--- src/pkg/gio_pkg.sv ---
// Constants for the six-bit general purpose I/O port.
// Assumes a 32-bit APB register bus with one register per aligned word.
package gio_pkg;

	// Port geometry
	localparam int unsigned PIN_COUNT     = 6;
	localparam int unsigned INPUT_ONLY_PIN = 3;
	localparam int unsigned APB_AW        = 12;
	localparam int unsigned APB_DW        = 32;

	// Register byte offsets
	localparam logic [11:0] OFS_PIN_VALUE    = 12'h000;
	localparam logic [11:0] OFS_OUT_LATCH    = 12'h004;
	localparam logic [11:0] OFS_DIRECTION    = 12'h008;
	localparam logic [11:0] OFS_ANALOG_SEL   = 12'h00C;
	localparam logic [11:0] OFS_OPEN_DRAIN   = 12'h010;
	localparam logic [11:0] OFS_SLEW_LIMIT   = 12'h014;
	localparam logic [11:0] OFS_IN_THRESHOLD = 12'h018;
	localparam logic [11:0] OFS_PERIPH_SEL   = 12'h01C;

	// Implemented bits per register
	localparam logic [5:0] ALL_PINS_MASK   = 6'h3F;
	localparam logic [5:0] INPUT_ONLY_MASK = 6'h08;
	localparam logic [5:0] ANALOG_MASK     = 6'h17;

	// Reset values
	localparam logic [5:0] RST_OUT_LATCH    = 6'h00;
	localparam logic [5:0] RST_DIRECTION    = 6'h3F;
	localparam logic [5:0] RST_ANALOG_SEL   = 6'h17;
	localparam logic [5:0] RST_OPEN_DRAIN   = 6'h00;
	localparam logic [5:0] RST_SLEW_LIMIT   = 6'h00;
	localparam logic [5:0] RST_IN_THRESHOLD = 6'h00;
	localparam logic [5:0] RST_PERIPH_SEL   = 6'h00;

	// Synchroniser depth on pin inputs
	localparam int unsigned SYNC_STAGES = 2;

endpackage
--- src/logic/gio_apb_if.sv ---
// APB slave phase decode for the port registers.
// Assumes a compliant APB master; the slave never inserts wait states.
`timescale 1ns/1ns
module gio_apb_if (
	// APB control
	input  wire logic psel,
	input  wire logic penable,
	input  wire logic pwrite,
	// Decoded strobes
	output logic      setup_rd,
	output logic      access_wr,
	output logic      pready
);

	// Read data is captured in setup, so the access phase never waits
	assign setup_rd  = psel & ~penable & ~pwrite;
	assign access_wr = psel & penable & pwrite;
	assign pready    = psel & penable;

endmodule

--- src/logic/gio_port.sv ---
// Six-bit bidirectional general purpose I/O port with APB registers.
// Assumes pin_in is sampled asynchronously; pad cells resolve oe/out.
// Function
// - Latch write equals port register write
// - Latch reads latch; port reads pins
// - Analog select disables digital input buffer
// - Six pins, per-pin control bits each
// - Direction one disables output driver
// - Direction zero drives latch onto pin
// - Pin three input-only, direction reads one
// - Port writes are read-modify-write of pins
// - Direction still controls drivers in analog
// - Analog pins read zero digitally
// - Open-drain sinks only; else push-pull
// - Slew bit limits pin slew rate
// - Threshold bit selects Schmitt or TTL
// - Analog select leaves digital output working
// - Analog select bits set after reset
// - Outputs from latch unless routing selects
// - Analog functions active only in analog
//
// Chosen here: the APB interface to the registers and the register addresses.
`timescale 1ns/1ns
module gio_port
	import gio_pkg::*;
#(
	parameter int unsigned PINS = PIN_COUNT
) (
	// Clock and reset
	input  wire logic              clk,
	input  wire logic              srst,
	// APB slave
	input  wire logic              psel,
	input  wire logic              penable,
	input  wire logic              pwrite,
	input  wire logic [11:0]       paddr,
	input  wire logic [31:0]       pwdata,
	input  wire logic [3:0]        pstrb,
	output logic      [31:0]       prdata,
	output logic                   pready,
	output logic                   pslverr,
	// Pins
	input  wire logic [PINS-1:0]   pin_in,
	output logic      [PINS-1:0]   pin_out,
	output logic      [PINS-1:0]   pin_oe,
	// Pad controls
	output logic      [PINS-1:0]   pin_in_buf_en,
	output logic      [PINS-1:0]   pin_slew_limit,
	output logic      [PINS-1:0]   pin_ttl_sel,
	// Peripheral routing
	input  wire logic [PINS-1:0]   periph_out,
	// Analog functions
	output logic      [PINS-1:0]   analog_enable,
	// Digital input levels for peripherals
	output logic      [PINS-1:0]   digital_in
);

	// Register state
	logic [PINS-1:0] output_latch_r;
	logic [PINS-1:0] output_latch_nxt;
	logic [PINS-1:0] direction_r;
	logic [PINS-1:0] direction_nxt;
	logic [PINS-1:0] analog_sel_r;
	logic [PINS-1:0] analog_sel_nxt;
	logic [PINS-1:0] open_drain_r;
	logic [PINS-1:0] open_drain_nxt;
	logic [PINS-1:0] slew_limit_r;
	logic [PINS-1:0] slew_limit_nxt;
	logic [PINS-1:0] threshold_r;
	logic [PINS-1:0] threshold_nxt;
	logic [PINS-1:0] periph_sel_r;
	logic [PINS-1:0] periph_sel_nxt;

	// Bus answer state
	logic [31:0]     prdata_r;
	logic [31:0]     prdata_nxt;
	logic            pslverr_r;
	logic            pslverr_nxt;

	// Bus strobes
	logic            setup_rd;
	logic            access_wr;

	// Pin view
	logic [PINS-1:0] pin_sync;
	logic [PINS-1:0] pin_read;
	logic [PINS-1:0] drive_val;
	logic [PINS-1:0] wr_mask;
	logic [PINS-1:0] wr_data;

	// True for any offset that holds a register
	function automatic logic addr_mapped(input logic [11:0] a);
		logic hit;
		hit = 1'b0;
		case (a)
			OFS_PIN_VALUE,
			OFS_OUT_LATCH,
			OFS_DIRECTION,
			OFS_ANALOG_SEL,
			OFS_OPEN_DRAIN,
			OFS_SLEW_LIMIT,
			OFS_IN_THRESHOLD,
			OFS_PERIPH_SEL: begin
				hit = 1'b1;
			end
			default: begin
				hit = 1'b0;
			end
		endcase
		return hit;
	endfunction

	// Merge written bits over a base value
	function automatic logic [PINS-1:0] merge_bits(
		input logic [PINS-1:0] base,
		input logic [PINS-1:0] data,
		input logic [PINS-1:0] mask
	);
		return (base & ~mask) | (data & mask);
	endfunction

	// Widen a pin vector into a read word
	function automatic logic [31:0] to_word(input logic [PINS-1:0] v);
		logic [31:0] w;
		w = 32'h0000_0000;
		w[PINS-1:0] = v;
		return w;
	endfunction

	gio_apb_if u_apb (
		.psel      (psel),
		.penable   (penable),
		.pwrite    (pwrite),
		.setup_rd  (setup_rd),
		.access_wr (access_wr),
		.pready    (pready)
	);

	gio_sync #(
		.WIDTH (PINS)
	) u_sync (
		.clk      (clk),
		.srst     (srst),
		.async_in (pin_in),
		.sync_out (pin_sync)
	);

	// Digital read path with the input buffer gated off in analog mode
	always_comb begin
		pin_read = pin_sync & ~analog_sel_r;
	end

	// Only byte lane 0 carries pin bits
	always_comb begin
		wr_mask = {PINS{pstrb[0]}};
		wr_data = pwdata[PINS-1:0];
	end

	// Register next values
	always_comb begin
		output_latch_nxt = output_latch_r;
		direction_nxt    = direction_r;
		analog_sel_nxt   = analog_sel_r;
		open_drain_nxt   = open_drain_r;
		slew_limit_nxt   = slew_limit_r;
		threshold_nxt    = threshold_r;
		periph_sel_nxt   = periph_sel_r;
		if (srst) begin
			output_latch_nxt = RST_OUT_LATCH;
			direction_nxt    = RST_DIRECTION;
			analog_sel_nxt   = RST_ANALOG_SEL;
			open_drain_nxt   = RST_OPEN_DRAIN;
			slew_limit_nxt   = RST_SLEW_LIMIT;
			threshold_nxt    = RST_IN_THRESHOLD;
			periph_sel_nxt   = RST_PERIPH_SEL;
		end else if (access_wr) begin
			case (paddr)
				OFS_PIN_VALUE,
				OFS_OUT_LATCH: begin
					// Unwritten bits take the pin levels as read
					output_latch_nxt = merge_bits(pin_read, wr_data, wr_mask);
				end
				OFS_DIRECTION: begin
					direction_nxt = merge_bits(direction_r, wr_data, wr_mask)
						| INPUT_ONLY_MASK;
				end
				OFS_ANALOG_SEL: begin
					analog_sel_nxt = merge_bits(analog_sel_r, wr_data, wr_mask)
						& ANALOG_MASK;
				end
				OFS_OPEN_DRAIN: begin
					open_drain_nxt = merge_bits(open_drain_r, wr_data, wr_mask);
				end
				OFS_SLEW_LIMIT: begin
					slew_limit_nxt = merge_bits(slew_limit_r, wr_data, wr_mask);
				end
				OFS_IN_THRESHOLD: begin
					threshold_nxt = merge_bits(threshold_r, wr_data, wr_mask);
				end
				OFS_PERIPH_SEL: begin
					periph_sel_nxt = merge_bits(periph_sel_r, wr_data, wr_mask);
				end
				default: begin
					output_latch_nxt = output_latch_r;
				end
			endcase
		end
	end

	always_ff @(posedge clk) begin
		output_latch_r <= output_latch_nxt;
		direction_r    <= direction_nxt;
		analog_sel_r   <= analog_sel_nxt;
		open_drain_r   <= open_drain_nxt;
		slew_limit_r   <= slew_limit_nxt;
		threshold_r    <= threshold_nxt;
		periph_sel_r   <= periph_sel_nxt;
	end

	// Read data and error captured in setup, shown in access
	always_comb begin
		prdata_nxt  = prdata_r;
		pslverr_nxt = pslverr_r;
		if (srst) begin
			prdata_nxt  = 32'h0000_0000;
			pslverr_nxt = 1'b0;
		end else if (psel & ~penable) begin
			pslverr_nxt = ~addr_mapped(paddr);
			prdata_nxt  = 32'h0000_0000;
			if (setup_rd) begin
				case (paddr)
					OFS_PIN_VALUE: begin
						prdata_nxt = to_word(pin_read);
					end
					OFS_OUT_LATCH: begin
						prdata_nxt = to_word(output_latch_r);
					end
					OFS_DIRECTION: begin
						prdata_nxt = to_word(direction_r | INPUT_ONLY_MASK);
					end
					OFS_ANALOG_SEL: begin
						prdata_nxt = to_word(analog_sel_r & ANALOG_MASK);
					end
					OFS_OPEN_DRAIN: begin
						prdata_nxt = to_word(open_drain_r);
					end
					OFS_SLEW_LIMIT: begin
						prdata_nxt = to_word(slew_limit_r);
					end
					OFS_IN_THRESHOLD: begin
						prdata_nxt = to_word(threshold_r);
					end
					OFS_PERIPH_SEL: begin
						prdata_nxt = to_word(periph_sel_r);
					end
					default: begin
						prdata_nxt = 32'h0000_0000;
					end
				endcase
			end
		end
	end

	always_ff @(posedge clk) begin
		prdata_r  <= prdata_nxt;
		pslverr_r <= pslverr_nxt;
	end

	assign prdata  = prdata_r;
	assign pslverr = pslverr_r & psel & penable;

	// Output source per pin: latch unless routing selects the peripheral
	always_comb begin
		drive_val = (output_latch_r & ~periph_sel_r) | (periph_out & periph_sel_r);
	end

	// Driver enables; analog select plays no part here
	always_comb begin
		pin_out = drive_val;
		// Open-drain pins only enable the driver to pull low
		pin_oe  = ~direction_r & ~(open_drain_r & drive_val)
			& ~INPUT_ONLY_MASK;
	end

	// Pad control straps, each pin independent
	always_comb begin
		pin_in_buf_en  = ~analog_sel_r;
		pin_slew_limit = slew_limit_r;
		pin_ttl_sel    = threshold_r;
		analog_enable  = analog_sel_r;
		digital_in     = pin_read;
	end

endmodule

--- src/logic/gio_sync.sv ---
// Two-flop synchroniser for the raw pin levels.
// Assumes inputs may change at any time relative to clk.
`timescale 1ns/1ns
module gio_sync #(
	parameter int unsigned WIDTH = 6
) (
	// Clock and reset
	input  wire logic             clk,
	input  wire logic             srst,
	// Data
	input  wire logic [WIDTH-1:0] async_in,
	output logic      [WIDTH-1:0] sync_out
);

	logic [WIDTH-1:0] meta_r;
	logic [WIDTH-1:0] meta_nxt;
	logic [WIDTH-1:0] sync_r;
	logic [WIDTH-1:0] sync_nxt;

	always_comb begin
		meta_nxt = srst ? '0 : async_in;
		sync_nxt = srst ? '0 : meta_r;
	end

	always_ff @(posedge clk) begin
		meta_r <= meta_nxt;
		sync_r <= sync_nxt;
	end

	assign sync_out = sync_r;

endmodule

--- config.mk ---
export PLATFORM = sky130hd
export DESIGN_NAME = gio_port
export DESIGN_NICKNAME = d
export VERILOG_FILES = /design/src/pkg/gio_pkg.sv /design/src/logic/gio_apb_if.sv /design/src/logic/gio_port.sv /design/src/logic/gio_sync.sv
export SDC_FILE = /design/constraint.sdc
export NUM_CORES = 1
export LEC_CHECK = 0
export BUFFER_PORTS_ARGS = -buffer_cell sky130_fd_sc_hd__buf_2
export CAP_MARGIN = 20
export CORE_MARGIN = 3
export CORE_UTILIZATION = 45
export DETAILED_ROUTE_END_ITERATION = 7
export PLACE_DENSITY = 0.77
export SYNTH_ARGS = -nofsm -noshare
export SYNTH_HDL_FRONTEND = slang
export SYNTH_SLANG_ARGS = --single-unit
--- constraint.sdc ---
create_clock -name clk -period 3.9 [get_ports clk]
set_clock_uncertainty 0.1 [all_clocks]
set_input_delay 0.78 -clock clk [delete_from_list [all_inputs] [get_ports clk]]
set_output_delay 0.78 -clock clk [all_outputs]
set_load 0.1 [all_outputs]
After elaboration in Yosys (flattened, before gate mapping):

Memories as Yosys holds them, arrays and structs flattened.
Index checks and enable logic that the tools add are counted.
Widths: inputs -> output; s select.

* flip-flop bits (word level): 84
* memory bits (read-only): 32
* logic and storage cells: 69
* memories: 1

* equal/unequal tests: 7
* mux-type cells: 5
* bitwise gates (word level): 35
* reductions and logical operators: 10

Memory list
* (no name shown): words 32, width 1, rd ports 1, clocked after Yosys merged registers in 0, write ports 0, RTL line gio_port.sv:95 `case (a)`

Operators with widths (number)
* $and 6x6->6: 12
* $eq 12x5->1 const B: 4
* $pmux 6 s8: 1
* $or 6x6->6: 7
* $eq 12x4->1 const B: 2
* $not 6->6: 4
* $reduce_and 2->1: 7
* $eq 12x3->1 const B: 1
* $logic_not 12->1: 1
* $logic_not 7->1: 1
* $and 1x1->1: 6
* $mux 6: 1
* $not 5->6: 1
* $and 5x5->5: 1
* $or 5x5->5: 1
* $mux 1: 3
* $not 1->1: 3
* $reduce_or 2->1: 1

Longest topological paths before layout:

Gate-level depths: netlist (run 1).

* depth in word-level cells: 6
* depth in mapped cells: 6
* depth with buffers taken out: 4

Modules after synthesis:

From an unflattened synthesis (run 1), not the netlist that was laid out.

* cell total of the unflattened synthesis: 332
* area, all modules: 3085.5 um^2

By module, submodules not included
* gio_port: times used 1, cells each 304, area each 2692.6 um^2, sequential area each 920.9 um^2
* gio_sync: times used 1, cells each 25, area each 366.6 um^2, sequential area each 240.2 um^2
* gio_apb_if: times used 1, cells each 3, area each 26.3 um^2, sequential area each 0.0 um^2

Worst setup path after synthesis (run 1):

No wires, ideal clock.

* path type: input to output
* start: in periph_out[0]
* end: out pin_oe[0]
* arrival: 2.838 ns
* required time: 3.020 ns
* path slack: 0.182 ns
* stages: 2
* buffers on the path: 0
* cell sequence: mux2_2 > a21oi_1

* longest elaborated chain between the ends: 5

RTL lines
* from (decl): RTL line gio_port.sv:51 `input wire logic [PINS-1:0] periph_out,`
* $and 6x6->6: RTL line gio_port.sv:274 `drive_val = (output_latch_r & ~periph_sel_r) | (periph_out & periph_sel_r);`
* $or 6x6->6: RTL line gio_port.sv:274
* $and 6x6->6: RTL line gio_port.sv:281 `pin_oe = ~direction_r & ~(open_drain_r & drive_val)`
* $not 6->6: RTL line gio_port.sv:281
* $and 6x6->6: RTL line gio_port.sv:281
* to (decl): RTL line gio_port.sv:45 `output logic [PINS-1:0] pin_oe,`

Every way passes these cells.

Final worst setup path (run 1):

Ends and elaborated chain as after synthesis.

==> results of run 1 <==
## layout make-up
class | count | area [um2] | area share (%)
Clock inverter | 3 | 40.0 | 1.12
Multi-Input combinational cell | 246 | 1710 | 47.7
Timing Repair Buffer | 81 | 408 | 11.4
Clock buffer | 11 | 151 | 4.23
Tap cell | 77 | 96.3 | 2.69
Sequential cell | 58 | 1160 | 32.4
Inverter | 4 | 15.0 | 0.419
## stage by stage
step	utilization (%)	cell area, um2	std cells	setup slack, ps
finish	54.8	3580	480	1190
global route	54.8	3580	480	1140
CTS	54.8	3580	480	1220
detailed placement	51.9	3390	466	966
global placement	51.9	3390	466	1030
floorplan	-	3220	360	182
## logic make-up after synthesis
kind of cell    synth area share [%]
simple gates                    21.8
buf+inv                         11.1
flops                           37.4
other cells                    0.242
compound gates                  9.46
mux                             20.1
## layer usage
metal  part of all wire [%]  wire length (um)
met5                      0                 0
met4                    1.6               118
met3                    8.0               609
met2                     47              3590
met1                     43              3250
## worst paths after layout
kind,from,end,slack (ps),cells after the start
hold reg to reg,u_sync.meta_r[4],u_sync.sync_out[4],330,1
setup / recovery,periph_out[0],pin_oe[0],1190,4
setup reg to reg,flip-flop,prdata[4],2330,4
hold / removal,u_sync.meta_r[4],u_sync.sync_out[4],330,1
## where the power goes
| part | switching [mW] | internal (mW) | leakage (nW) |
|---|---|---|---|
| registers | 0.00192 | 0.599 | 0.470 |
| logic | 0.192 | 0.0369 | 1.09 |
| clock network | 0.226 | 0.320 | 0.101 |
| total | 0.420 | 0.956 | 1.66 |
## worst max-delay path, delay by kind of cell
family	cells	cell delay, ps
mux	1	280
compound gates	1	200
buf+inv	2	560
## cells in the final DEF (no fill, tap or decap), types with 2 or more instances in the layout
master | Yosys | final
buf_2 | 7 | 80
dfxtp_1 | 58 | 58
mux2i_1 | 51 | 51
conb_1 | 2 | 31
nand2b_1 | 28 | 28
nor2b_1 | 24 | 24
o21ai_0 | 19 | 19
nor2_1 | 18 | 18
a21oi_1 | 11 | 11
clkbuf_8 | 0 | 11
mux2_2 | 8 | 8
or3_1 | 6 | 6
inv_1 | 4 | 4
and2_1 | 4 | 4
o22ai_1 | 4 | 4
nand3_1 | 4 | 4
nand2_1 | 3 | 3
o2bb2ai_1 | 3 | 3
nor4_1 | 3 | 3
o32a_1 | 3 | 3
and4_1 | 2 | 2
nor4_2 | 2 | 2
nor2_2 | 2 | 2
nor3_1 | 2 | 2
nand3b_1 | 2 | 2
clkinv_2 | 0 | 2
==> flow_metrics.env, run 1 <==
export IMPL_status="complete, no violations"
export IMPL_drtPass1Iterations=4
export IMPL_htreeDepth=3
export IMPL_top_usage_layer="met2"
export IMPL_postRouteAntennaNets=0
export IMPL_grt_util_met3_pct=3.78
export IMPL_fp_dieH_um=89.1
export IMPL_tightest_slew_ps=693
export IMPL_final_nets=465
export IMPL_synth_warnings=0
export IMPL_grt_overflow_total=0
export IMPL_rsz0062_at_grt="no"
export IMPL_synthesis_area_mm2=0.00311
export IMPL_root_buffer="clkbuf_8"
export IMPL_cp_required_ps=3020
export IMPL_grt_pass1_wl_um=12100
export IMPL_grt_pass1_vias=2455
export IMPL_io_pins=141
export IMPL_postCtsSetupBuffers=0
export IMPL_async_flop_share_pct=0
export IMPL_synth_area_leaders="dfxtp_1, mux2i_1, buf_4"
export IMPL_yosysTopAreaCellShare_pct=37.4
export IMPL_portBuffers=80
export IMPL_synth_distinct_cells=44
export IMPL_drv_slew=0
export IMPL_setup_tns_final_ps=0
export IMPL_fin_crit_ps=2710
export IMPL_grt_max_degree=38
export IMPL_p_total_mw=1.38
export IMPL_cap_violations=0
export IMPL_slew_headroom_pct=53.7
export IMPL_drcViolationCount=0
export IMPL_dieArea_mm2=0.00794
export IMPL_cts_buffer_depth=2
export IMPL_synth_flop_cell="dfxtp_1"
export IMPL_initial_core_util_pct=47.6
export IMPL_drt_vias_per_instance=5.38
export IMPL_yosys_top_cells_count="dfxtp_1, mux2i_1, buf_4"
export IMPL_cts_tree="done"
export IMPL_wl_per_cell_um=15.8
export IMPL_vias=2580
export IMPL_yosysSeqAreaShare_pct=37.4
export IMPL_clk_pin_slew_ps=60
export IMPL_setup_viol=0
export IMPL_place_hpwl_um=5550
export IMPL_pwr_density_cell_mw_per_mm2=384
export IMPL_start_kind="primary input"
export IMPL_synth_top_area_cell="dfxtp_1"
export IMPL_n_antenna_cell=0
export IMPL_grt_use_met2_pct=32.5
export IMPL_period_share_pct=69.4
export IMPL_holdWs_ps=333
export IMPL_ys_ff_latch=58
export IMPL_avgSynthCellArea_um2=9.39
export IMPL_leakage_nw=1.66
export IMPL_endpoint_kind="output pin"
export IMPL_rows=29
export IMPL_min_path_type="reg2reg"
export IMPL_ir_worst_vdd_mv=0.280
export IMPL_max_freq_mhz=370
export IMPL_drive_gt1_share_pct=28.3
export IMPL_wl_um=7570
export IMPL_gp_routability_congestion=0.825
export IMPL_synth_edf_count=0
export IMPL_ctsHoldBuffers=0
export IMPL_core_region_area_mm2=0.00653
export IMPL_worst_path_largest_cell_delay_ps=460
export IMPL_slowest_stage="buf_2"
export IMPL_hold_violations=0
export IMPL_antenna_found_initial=0
export IMPL_insertion_delay_ps=340
export IMPL_crit_path_max_fanout=2
export IMPL_grt_util_all_layers_pct=19.8
export IMPL_cts_sinks=58
export IMPL_cts_resized=0
export IMPL_initialDrtViolationCount=145
export IMPL_yosysMostFrequentCell="dfxtp_1"
export IMPL_crit_chain="buf_2, mux2_2, a21oi_1, buf_2"
export IMPL_synth_cells=331
export IMPL_gr_usage_met1_pct=25.4
export IMPL_criticalPathCategory="in2out"
export IMPL_area_growth_pct=15.3
export IMPL_cp_arrival_ps=1830
export IMPL_crit_top_cell="buf_2"
export IMPL_fill_cells=608
export IMPL_die_w_um=89.1
export IMPL_cts_buffers_inserted=9
Note: power is estimated with default switching activity, not from simulation.
==> inputs of run 2 (changes only) <==
clock period = 2.8 ns   (was 3.9 ns; I/O delays follow)
==> run 2 against run 1 <==
Worst hold slack is essentially flat. Sequential cell count unchanged. Sequential share of layout area is 0.10 points lower. Via count shrank 0.31%. Global-route usage shrank 0.26 points. Non-clock buffer count up 3. Count of clock-buffer cells in the layout unchanged. Register-to-register slack lost 1100 ps. Utilization grew 0.17 points. Highest routed layer unchanged.
==> flow_metrics.env, run 2 (synthesis gave the netlist of run 1 again) <==
export IMPL_worst_path_largest_cell_delay_ps=450
export IMPL_placed_cell_area_mm2=0.00344
export IMPL_period_share_pct=84.8
export IMPL_wl_per_cell_um=15.6
export IMPL_utilization_pct=55.0
export IMPL_leakage_nw=1.65
export IMPL_grt_util_all_layers_pct=19.6
export IMPL_cap_violations=0
export IMPL_fin_crit_ps=2380
export IMPL_grt_max_degree=52
export IMPL_drv_slew=0
export IMPL_min_path_type="in2reg"
export IMPL_area_growth_pct=15.7
export IMPL_p_total_mw=1.78
export IMPL_root_buffer="clkbuf_8"
export IMPL_core_region_area_mm2=0.00653
export IMPL_initialDrtViolationCount=138
export IMPL_die_w_um=89.1
export IMPL_setup_tns_final_ps=0
export IMPL_initial_core_util_pct=47.6
export IMPL_place_hpwl_um=5630
export IMPL_status="complete, no violations"
export IMPL_hold_depth=2
export IMPL_slowest_stage="buf_2"
export IMPL_design_area_mm2=0.00359
export IMPL_drcViolationCount=0
export IMPL_dp_slack_ps=453
export IMPL_crit_path_max_fanout=3
export IMPL_grt_overflow_total=0
export IMPL_pwr_density_cell_mw_per_mm2=495
export IMPL_setup_viol=0
export IMPL_cp_arrival_ps=1720
export IMPL_crit_chain="mux2_2, a21oi_2, buf_2"
export IMPL_start_kind="flip-flop"
export IMPL_worst_r2r_cell_count=4
export IMPL_layout_setup_ws_ps=425
export IMPL_drive_gt1_share_pct=30.7
export IMPL_endpoint_kind="output pin"
export IMPL_hold_path_endpoint="u_sync.meta_r[5]"
export IMPL_max_freq_mhz=421
export IMPL_vias=2572
export IMPL_htreeDepth=3
export IMPL_grt_pass1_vias=2356
export IMPL_drtPass1Iterations=4
export IMPL_dieArea_mm2=0.00794
export IMPL_portBuffers=80
export IMPL_clk_pin_slew_ps=60
export IMPL_cts_resized=0
export IMPL_slew_headroom_pct=63.0
export IMPL_cts_tree="done"
export IMPL_final_nets=468
export IMPL_rr_endpoint="prdata[4]"
export IMPL_cts_buffers_inserted=9
export IMPL_fill_cells=603
export IMPL_criticalPathCategory="reg2out"
export IMPL_postCtsSetupBuffers=0
export IMPL_ir_worst_vdd_mv=0.309
export IMPL_fp_dieH_um=89.1
export IMPL_final_common_cell="buf_2"
export IMPL_tightest_slew_ps=550
export IMPL_cts_buffer_depth=2
export IMPL_antenna_found_initial=0
export IMPL_rows=29
export IMPL_final_cell_mix="buf_2, dfxtp_1, mux2i_1"
export IMPL_n_antenna_cell=0
export IMPL_drt_vias_per_instance=5.31
export IMPL_rsz0062_at_grt="no"
export IMPL_postRouteAntennaNets=0
export IMPL_grt_pass1_wl_um=11700
export IMPL_io_pins=141
export IMPL_hold_violations=0
export IMPL_cp_required_ps=2140
export IMPL_gp_routability_congestion=0.811
export IMPL_cts_sinks=58
export IMPL_rrSetupSlack_ps=1280
export IMPL_insertion_delay_ps=330
export IMPL_crit_buf_inv=1
export IMPL_wl_um=7550
export IMPL_ctsHoldBuffers=0
export IMPL_hp_start="pin_in[5]"
export IMPL_cp_top_family="buffers and inverters"
==> run 2: cell types whose count changed in the layout (fill, tap and decap cells not counted), sizes merged <==
| cell | previous run | this run |
|---|---|---|
| buf | 81 | 84 |
| bufinv | 1 | 0 |
| clkinv | 2 | 4 |
==> run 2: worst max path at each step <==
stage                    from   endpoint  slack (ps)  cells past startpoint
floorplan           flip-flop  prdata[4]         130                      4
global placement     paddr[1]  prdata[4]         500                      5
detailed placement   paddr[1]  prdata[4]         450                      5
CTS                 flip-flop  pin_oe[0]         440                      3
global route        flip-flop  pin_oe[0]         400                      3
finish              flip-flop  pin_oe[0]         420                      3
==> run 2: stage by stage <==
step	cells	hold WS, ps
2_1_floorplan	360	314
3_3_place_gp	469	316
3_5_place_dp	469	327
4_1_cts	484	321
5_1_grt	484	328
6_report	484	333
==> run 2: final cells by class <==
| type | count | area [um2] | area share [%] |
|---|---|---|---|
| well taps | 77 | 96.3 | 2.68 |
| inverters | 4 | 15.0 | 0.418 |
| repair buffers | 84 | 430 | 12.0 |
| multi-input cells | 246 | 1740 | 48.4 |
| clock inverters | 4 | 20.0 | 0.557 |
| clock buffers | 11 | 131 | 3.66 |
| flip-flops and latches | 58 | 1160 | 32.3 |
==> run 2: metal layers <==
metal	vias up	GRT usage, %	part of all wire (%)
met5	-	0	0
li1	1236	-	-
met3	15	3.69	8.1
met4	0	10.0	2.5
met1	1209	25.8	44
met2	112	30.4	45
==> run 2: power by group <==
group | internal, mW | total [mW] | switching, mW | leakage, nW
Clock | 0.310 | 0.622 | 0.313 | 0.0827
Sequential | 0.834 | 0.837 | 0.00257 | 0.470
Combinational | 0.0530 | 0.321 | 0.268 | 1.10
Total | 1.20 | 1.78 | 0.584 | 1.65
